File: config.mk
export PLATFORM = sky130hd
export DESIGN_NAME = vpadv_regs
export DESIGN_NICKNAME = d
export VERILOG_FILES = /design/src/verilog/vpadv_pkg.sv /design/src/verilog/vpadv_regs.sv
export SDC_FILE = /design/constraint.sdc
export NUM_CORES = 1
export LEC_CHECK = 0
export ABC_AREA = 1
export BUFFER_PORTS_ARGS = -buffer_cell sky130_fd_sc_hd__buf_4
export CAP_MARGIN = 5
export CORE_UTILIZATION = 42
export CTS_BUF_LIST = sky130_fd_sc_hd__clkbuf_4 sky130_fd_sc_hd__clkbuf_8 sky130_fd_sc_hd__clkbuf_16
export DETAILED_ROUTE_END_ITERATION = 8
export PLACE_DENSITY = 0.77
export SKIP_LAST_GASP = 1
export SYNTH_ARGS = -nofsm -noshare
export SYNTH_HDL_FRONTEND = slang
export SYNTH_SLANG_ARGS = --single-unit
File: constraint.sdc
create_clock -name mclk_i -period 1.6 [get_ports mclk_i]
set_clock_uncertainty 0.2 [all_clocks]
set_input_delay 0.08 -clock mclk_i [delete_from_list [all_inputs] [get_ports mclk_i]]
set_output_delay 0.08 -clock mclk_i [all_outputs]
set_load 0.02 [all_outputs]
File: src/verilog/vpadv_pkg.sv
// package of offsets, field positions and reset values for the virtual phy advertisement bank
package vpadv_pkg;
    // ------------------------------------------------------------
    // register offsets (byte addresses on the host bus)
    // ------------------------------------------------------------
    localparam logic [11:0] VPADV_OFS_ADVERT = 12'h01d0;
    localparam logic [11:0] VPADV_OFS_PARTNER = 12'h01d4;
    // serial management register numbers
    localparam logic [4:0] VPADV_SMI_ADVERT = 5'h04;
    localparam logic [4:0] VPADV_SMI_PARTNER = 5'h05;

    // ------------------------------------------------------------
    // field positions
    // ------------------------------------------------------------
    localparam int VPADV_BIT_NEXT_PAGE = 15;
    localparam int VPADV_BIT_REMOTE_FAULT = 13;
    localparam int VPADV_BIT_ASYM_PAUSE = 11;
    localparam int VPADV_BIT_SYM_PAUSE = 10;
    localparam int VPADV_BIT_T4 = 9;
    localparam int VPADV_BIT_ABIL_HI = 8;
    localparam int VPADV_BIT_ABIL_LO = 5;
    localparam int VPADV_BIT_SEL_HI = 4;

    // ------------------------------------------------------------
    // reset values and masks
    // ------------------------------------------------------------
    localparam logic [15:0] VPADV_WRITE_MASK = 16'h0dff;
    localparam logic ASYM_PAUSE_RST = 1'b0;
    localparam logic [3:0] VPADV_ABIL_RST = 4'hf;
    localparam logic [4:0] VPADV_SEL_RST = 5'h01;
    // emulated partner page: 100/10 full/half, symmetric pause only, 802.3 selector
    localparam logic [15:0] VPADV_PARTNER_VAL = 16'h05e1;
endpackage : vpadv_pkg

File: src/verilog/vpadv_regs.sv
// advertisement register and emulated link-partner register of the virtual phy
`timescale 1ns/1ns
`default_nettype none
module vpadv_regs (
    input wire logic mclk_i,
    input wire logic reset_i,
    input wire logic flow_ctrl_manual_pin_setting_i,
    // host bus
    input wire logic host_wr_i,
    input wire logic host_rd_i,
    input wire logic [11:0] host_addr_i,
    input wire logic [31:0] host_wdata_i,
    output logic [31:0] host_rdata_o,
    // serial management
    input wire logic smi_wr_i,
    input wire logic smi_rd_i,
    input wire logic [4:0] smi_reg_i,
    input wire logic [15:0] smi_wdata_i,
    output logic [15:0] smi_rdata_o,
    // eeprom loader
    input wire logic ee_load_i,
    input wire logic [15:0] ee_data_i,
    output logic [15:0] advert_o,
    output logic strap_fc_o
);
    import vpadv_pkg::*;

    typedef struct packed {
        logic rst_seen;
        logic strap;
        logic [15:0] adv;
        logic [31:0] hrd;
        logic [15:0] srd;
    } vpadv_state_t;

    vpadv_state_t st_q;
    vpadv_state_t st_d;
    logic [15:0] rst_val;
    logic [15:0] partner_val;
    logic adv_host_hit;
    logic adv_smi_hit;

    // ------------------------------------------------------------
    // reset image and partner value
    // ------------------------------------------------------------
    always_comb begin
        rst_val = 16'h0000;
        rst_val[VPADV_BIT_ASYM_PAUSE] = ASYM_PAUSE_RST;
        // pin read directly: the image is only taken on the capture cycle, avoids a loop through st_d
        rst_val[VPADV_BIT_SYM_PAUSE] = ~flow_ctrl_manual_pin_setting_i;
        rst_val[VPADV_BIT_ABIL_HI:VPADV_BIT_ABIL_LO] = VPADV_ABIL_RST;
        rst_val[VPADV_BIT_SEL_HI:0] = VPADV_SEL_RST;
        partner_val = VPADV_PARTNER_VAL;
    end

    // ------------------------------------------------------------
    // write decode
    // ------------------------------------------------------------
    // shared by the write path and the checks so both agree on a hit
    assign adv_host_hit = host_wr_i && (host_addr_i == VPADV_OFS_ADVERT);
    assign adv_smi_hit = smi_wr_i && (smi_reg_i == VPADV_SMI_ADVERT);

    // ------------------------------------------------------------
    // next-state logic
    // ------------------------------------------------------------
    always_comb begin
        st_d = st_q;
        // strap caught on the first clock after release, not under reset
        st_d.rst_seen = 1'b1;
        if (!st_q.rst_seen) begin
            st_d.strap = flow_ctrl_manual_pin_setting_i;
        end
        if (!st_q.rst_seen) begin
            st_d.adv = rst_val;
        end else if (ee_load_i) begin
            // loader wins over software: it defines the post-reset image
            st_d.adv = ee_data_i & VPADV_WRITE_MASK;
        end else if (adv_host_hit) begin
            // mask pins next page, remote fault, t4 and reserved bits at zero
            st_d.adv = host_wdata_i[15:0] & VPADV_WRITE_MASK;
        end else if (adv_smi_hit) begin
            st_d.adv = smi_wdata_i & VPADV_WRITE_MASK;
        end
        // read data registered, upper half padding
        if (host_rd_i) begin
            case (host_addr_i)
                VPADV_OFS_ADVERT: st_d.hrd = {16'h0000, st_q.adv};
                VPADV_OFS_PARTNER: st_d.hrd = {16'h0000, partner_val};
                default: st_d.hrd = 32'h0000_0000;
            endcase
        end
        if (smi_rd_i) begin
            case (smi_reg_i)
                VPADV_SMI_ADVERT: st_d.srd = st_q.adv;
                VPADV_SMI_PARTNER: st_d.srd = partner_val;
                default: st_d.srd = 16'h0000;
            endcase
        end
    end

    // ------------------------------------------------------------
    // state register
    // ------------------------------------------------------------
    always_ff @(posedge mclk_i) begin
        if (reset_i) begin
            st_q <= '0;
        end else begin
            st_q <= st_d;
        end
    end

    assign host_rdata_o = st_q.hrd;
    assign smi_rdata_o = st_q.srd;
    assign advert_o = st_q.adv;
    assign strap_fc_o = st_q.strap;

    // ------------------------------------------------------------
    // assertions
    // ------------------------------------------------------------
    AST_NEXT_PAGE_ZERO: assert property (@(posedge mclk_i) disable iff (reset_i)
        st_q.rst_seen |-> !advert_o[VPADV_BIT_NEXT_PAGE]) else $error("next page bit set");
    AST_REMOTE_FAULT_ZERO: assert property (@(posedge mclk_i) disable iff (reset_i)
        !advert_o[VPADV_BIT_REMOTE_FAULT]) else $error("remote fault bit set");
    AST_T4_ZERO: assert property (@(posedge mclk_i) disable iff (reset_i)
        !advert_o[VPADV_BIT_T4]) else $error("t4 bit set");
    AST_RO_IGNORED: assert property (@(posedge mclk_i) disable iff (reset_i)
        (advert_o & ~VPADV_WRITE_MASK) == 16'h0000) else $error("read-only bit written");
    AST_PAUSE_DEFAULT: assert property (@(posedge mclk_i) disable iff (reset_i)
        $rose(st_q.rst_seen) |-> advert_o[VPADV_BIT_SYM_PAUSE] == !strap_fc_o) else $error("pause default wrong");
    AST_RESET_IMAGE: assert property (@(posedge mclk_i) disable iff (reset_i)
        $rose(st_q.rst_seen) |-> advert_o[8:0] == 9'h1e1) else $error("reset image wrong");
    AST_STRAP_HELD: assert property (@(posedge mclk_i) disable iff (reset_i)
        st_q.rst_seen && $past(st_q.rst_seen) |-> $stable(strap_fc_o)) else $error("strap changed");
    AST_EE_LOAD: assert property (@(posedge mclk_i) disable iff (reset_i)
        st_q.rst_seen && ee_load_i |=> advert_o == ($past(ee_data_i) & VPADV_WRITE_MASK)) else $error("load lost");
    AST_HOST_PAD: assert property (@(posedge mclk_i) disable iff (reset_i)
        host_rdata_o[31:16] == 16'h0000) else $error("padding nonzero");
    AST_PARTNER_READ: assert property (@(posedge mclk_i) disable iff (reset_i)
        host_rd_i && host_addr_i == VPADV_OFS_PARTNER |=> host_rdata_o[15:0] == VPADV_PARTNER_VAL)
        else $error("partner value wrong");

    // ------------------------------------------------------------
    // write, read and hold checks
    // ------------------------------------------------------------
    // these follow the priority of the write path, so each write
    // kind is only checked in the cycles where it really lands

    // a host write lands masked on the next cycle
    AST_HOST_WRITE: assert property (@(posedge mclk_i) disable iff (reset_i)
        st_q.rst_seen && !ee_load_i && adv_host_hit |=>
        {16'h0000, advert_o} == ($past(host_wdata_i) & {16'h0000, VPADV_WRITE_MASK})) else $error("host write lost");

    // a management write lands when nothing stronger is present
    AST_SMI_WRITE: assert property (@(posedge mclk_i) disable iff (reset_i)
        st_q.rst_seen && !ee_load_i && !adv_host_hit && adv_smi_hit |=>
        advert_o == ($past(smi_wdata_i) & VPADV_WRITE_MASK)) else $error("management write lost");

    // with no writer the advertisement keeps its value
    AST_ADV_HOLD: assert property (@(posedge mclk_i) disable iff (reset_i)
        st_q.rst_seen && !ee_load_i && !adv_host_hit && !adv_smi_hit |=>
        $stable(advert_o)) else $error("advertisement changed without a write");

    // host read of the advertisement returns it with zero padding
    AST_HOST_READ_ADV: assert property (@(posedge mclk_i) disable iff (reset_i)
        host_rd_i && host_addr_i == VPADV_OFS_ADVERT |=>
        host_rdata_o == {16'h0000, $past(advert_o)}) else $error("host advertisement read wrong");

    // unmapped host reads return zero
    AST_HOST_UNMAPPED: assert property (@(posedge mclk_i) disable iff (reset_i)
        host_rd_i && host_addr_i != VPADV_OFS_ADVERT && host_addr_i != VPADV_OFS_PARTNER |=>
        host_rdata_o == 32'h0000_0000) else $error("unmapped host read not zero");

    // management read of the advertisement is the 16-bit value
    AST_SMI_READ_ADV: assert property (@(posedge mclk_i) disable iff (reset_i)
        smi_rd_i && smi_reg_i == VPADV_SMI_ADVERT |=>
        smi_rdata_o == $past(advert_o)) else $error("management advertisement read wrong");

    // management read of the partner register gives the emulated page
    AST_SMI_PARTNER: assert property (@(posedge mclk_i) disable iff (reset_i)
        smi_rd_i && smi_reg_i == VPADV_SMI_PARTNER |=>
        smi_rdata_o == VPADV_PARTNER_VAL) else $error("management partner read wrong");

    // host read data stands until the next read strobe
    AST_HOST_RD_HOLD: assert property (@(posedge mclk_i) disable iff (reset_i)
        !host_rd_i |=>
        $stable(host_rdata_o)) else $error("host read data moved");

    // management read data stands until the next read strobe
    AST_SMI_RD_HOLD: assert property (@(posedge mclk_i) disable iff (reset_i)
        !smi_rd_i |=>
        $stable(smi_rdata_o)) else $error("management read data moved");

    // selector comes out of reset as the 802.3 code
    AST_SELECTOR_RESET: assert property (@(posedge mclk_i) disable iff (reset_i)
        $rose(st_q.rst_seen) |->
        advert_o[VPADV_BIT_SEL_HI:0] == VPADV_SEL_RST) else $error("selector reset wrong");

    // asymmetric pause comes out of reset cleared
    AST_ASYM_RESET: assert property (@(posedge mclk_i) disable iff (reset_i)
        $rose(st_q.rst_seen) |->
        advert_o[VPADV_BIT_ASYM_PAUSE] == ASYM_PAUSE_RST) else $error("asymmetric pause reset wrong");

    // the strap is taken from the pin on the capture cycle
    AST_STRAP_CAPTURE: assert property (@(posedge mclk_i) disable iff (reset_i)
        !st_q.rst_seen |=>
        strap_fc_o == $past(flow_ctrl_manual_pin_setting_i)) else $error("strap not captured");
endmodule : vpadv_regs
`default_nettype wire
==> results.py <==
metrics = {
    "detailed_routing": {
        "wl_met1_um": 2506,
        "wl_per_cell_um": 13.03,
        "ant_nets": 0,
        "vias": 2285,
        "dr.pass1.iters": 4,
        "drt_iter0_drc": 159,
        "wl_met2_um": 2998,
        "via_per_inst": 4.770,
        "finalWirelength_um": 6241,
        "top_layer": "met4",
        "wl_met3_um": 509,
        "remaining_drc_errors": 0,
    },
    "logic_synthesis": {
        "synth.mux.area_fraction": 0,
        "synthSimpleGateAreaFrac": 0.2304,
        "synth_seq_area_share": 0.3155,
        "synth_top_cell_by_area": "dfxtp_1",
        "yosysWarnings": 0,
        "synth-xor-area-share": 0,
        "synth_common_cells": "buf_4, nand2_1, dfxtp_1",
        "synth_compound_area_frac": 0.1685,
        "synth_top_family_by_area": "buffers and inverters",
        "synthArstFlopShare": 0,
        "ys_ff_latch": 35,
        "yosysMostFrequentCell": "buf_4",
        "ys.flop_type": "dfxtp_1",
        "synth.distinct_cells": 24,
        "synth_cells": 316,
        "synth_edf_count": 0,
        "synth_area_um2": 2221,
        "yosysTopAreaCellShare": 0.3155,
        "ys_top_cells_by_area": "dfxtp_1, buf_4, nand2_1, a21oi_1, o21ai_0",
        "avgSynthCellArea_um2": 7.028,
        "synth_fa_ha_area_frac": 0,
    },
    "die": {
        "die_area_um2": 5582,
        "die_h_um": 74.72,
        "num_io_pins": 154,
        "rows": 26,
        "initial_core_util": 0.4348,
        "core_area_um2": 5107,
        "die_w_um": 74.72,
    },
    "sta": {
        "maxSlewHeadroom": 0.6471,
        "finalCritPeriodShare": 0.9904,
        "tns_ns": 0,
        "fin_crit_ns": 1.585,
        "finalHoldViolations": 0,
        "setup_viol": 0,
        "setup_slack_ns": 0.01539,
        "rsz0062_at_grt": "false",
        "fmax_ghz": 0.6311,
        "worstMarginPinSlew_ns": 0.5268,
        "drv_slew": 0,
    },
    "placement": {
        "port_buffers": 91,
        "place_ws_ns": 0.06247,
        "gp_congestion": 0.8174,
        "hpwlAfterDp_um": 4197,
    },
    "clock_tree": {
        "cts_max_level": 2,
        "cts_tree": "done",
        "clock-root-buffer": "clkbuf_8",
        "clockBufferDepth": 2,
        "path_clk_slew_ns": 0.07,
        "clock_latency_ns": 0.28,
        "numClockSinks": 35,
        "cts_made_buffers": 5,
    },
    "grt": {
        "antenna_found_initial": 0,
        "grt_pass1_wl_um": 9404,
        "grt_use_total": 0.2277,
        "grt_max_degree": 21,
        "grt_pass1_vias": 2104,
        "grt_overflow": 0,
    },
    "worst_setup_path": {
        "worstPathMaxFanout": 1,
        "crit_required_ns": 1.58,
        "criticalPathCategory": "input pin to flop",
        "cp.arrival_ns": 1.57,
        "cp-start-kind": "input pin",
        "rr_startpoint": "st_q[65]",
        "rrSetupSlack_ns": 0.14,
        "crit_start": "ee_data_i[2]",
        "rr_worst_depth": 5,
        "reg2reg_to": "advert_o[0]",
        "worstSetupEndpoint": "advert_o[2]",
        "end_kind": "flop",
    },
    "power_and_ir_drop": {
        "leakagePower_nw": 1.533,
        "worst_ir_drop_vdd_v": 0.0003289,
        "power_density_nw_per_um2": 751.9,
    },
    "cells_and_area": {
        "layout-drive-gt1-share": 0.2958,
        "fillers": 450,
        "area_growth_pct": 38.76,
        "fin_nets": 497,
        "diodes": 0,
    },
    "min_path": {
        "hold-path-cell-count": 3,
        "min_path_type": "input pin to flop",
    },
    "outcome": {
        "status": "complete, no violations",
    },
    "run": {
        "maxCapViolCount": 0,
    },
}
==> what timing repair did <==
action                                  4_1_cts  5_1_grt
endpoints found under the setup margin        0        1
buffers inserted                              0        1
hold buffers                                 35        0
endpoints found under the hold margin        31        0
gates resized for setup                       0        3
==> report_power, final <==
part | switching [mW] | total [mW] | leakage, nW | internal (mW)
logic | 0.303 | 0.565 | 1.19 | 0.262
registers | 0.0444 | 0.964 | 0.289 | 0.920
clock network | 0.324 | 0.787 | 0.0581 | 0.464
total | 0.671 | 2.32 | 1.53 | 1.65
==> cell families (layout without fill, tap and decap cells) <==
group	Yosys count	in the layout
flip-flops	35	35
AND/OR/NAND/NOR	109	109
other	1	31
buffers and inverters	99	162
AO/OA/AOI/OAI	72	72
==> registers in the layout, summed over array words and instances (netlist names) <==
name          flops
advert_o         11
host_rdata_o     11
smi_rdata_o      11
st_q              1
strap_fc_o        1
==> per-stage QoR <==
stage	std cells	hold slack [ns]	instance area (um2)	util	power (mW)
5_1_grt	479	0.01099	3082	0.6034	2.432
4_1_cts	478	0.0009505	3069	0.6009	2.323
3_5_place_dp	435	0.06821	2606	0.5103	1.464
2_1_floorplan	346	-0.05093	2333	-	1.347
3_3_place_gp	435	0.06248	2606	0.5103	1.457
6_report	479	0.009664	3082	0.6034	2.317
==> layer usage <==
| metal | up-vias | GRT usage |
|---|---|---|
| met5 | - | 0 |
| met3 | 20 | 0.04552 |
| met4 | 0 | 0.1321 |
| li1 | 1118 | - |
| met2 | 129 | 0.3894 |
| met1 | 1018 | 0.2646 |
==> cells in the final DEF, fill, tap and decap left out, types with 3 or more instances in the layout <==
cell	instances
a21oi_1	33
buf_4	96
inv_1	19
a22oi_1	5
o21ai_0	33
nand2_2	3
inv_2	3
nand3_1	4
nand2_1	59
clkbuf_8	5
nor2_2	4
nand4_1	13
dfxtp_1	35
nor2_1	19
conb_1	31
dlygate4sd3_1	35
==> worst max-delay path, stage by stage <==
cell           delay (ns)
dlygate4sd3_1        0.55
buf_4                0.13
a22oi_1              0.17
dlygate4sd3_1        0.58
a21oi_1              0.06
==> final cells by class <==
class	instances	area [um2]	area share
clock buffers	5	68.82	0.02233
clock inverters	3	43.79	0.01421
inverters	22	82.58	0.02680
multi-input cells	212	1007	0.3268
flip-flops and latches	35	700.7	0.2274
well taps	70	87.58	0.02842
repair buffers	132	1091	0.3540
==> worst min path at each step <==
stage               from           end  slack [ns]
2_1_floorplan    reset_i  advert_o[10]       -0.05
3_3_place_gp     reset_i  advert_o[10]        0.06
3_5_place_dp     reset_i  advert_o[10]        0.07
4_1_cts        ee_load_i  advert_o[11]       0.001
5_1_grt        ee_load_i  advert_o[11]        0.01
6_report       ee_load_i  advert_o[11]        0.01
(Power assumes the default switching activity.)
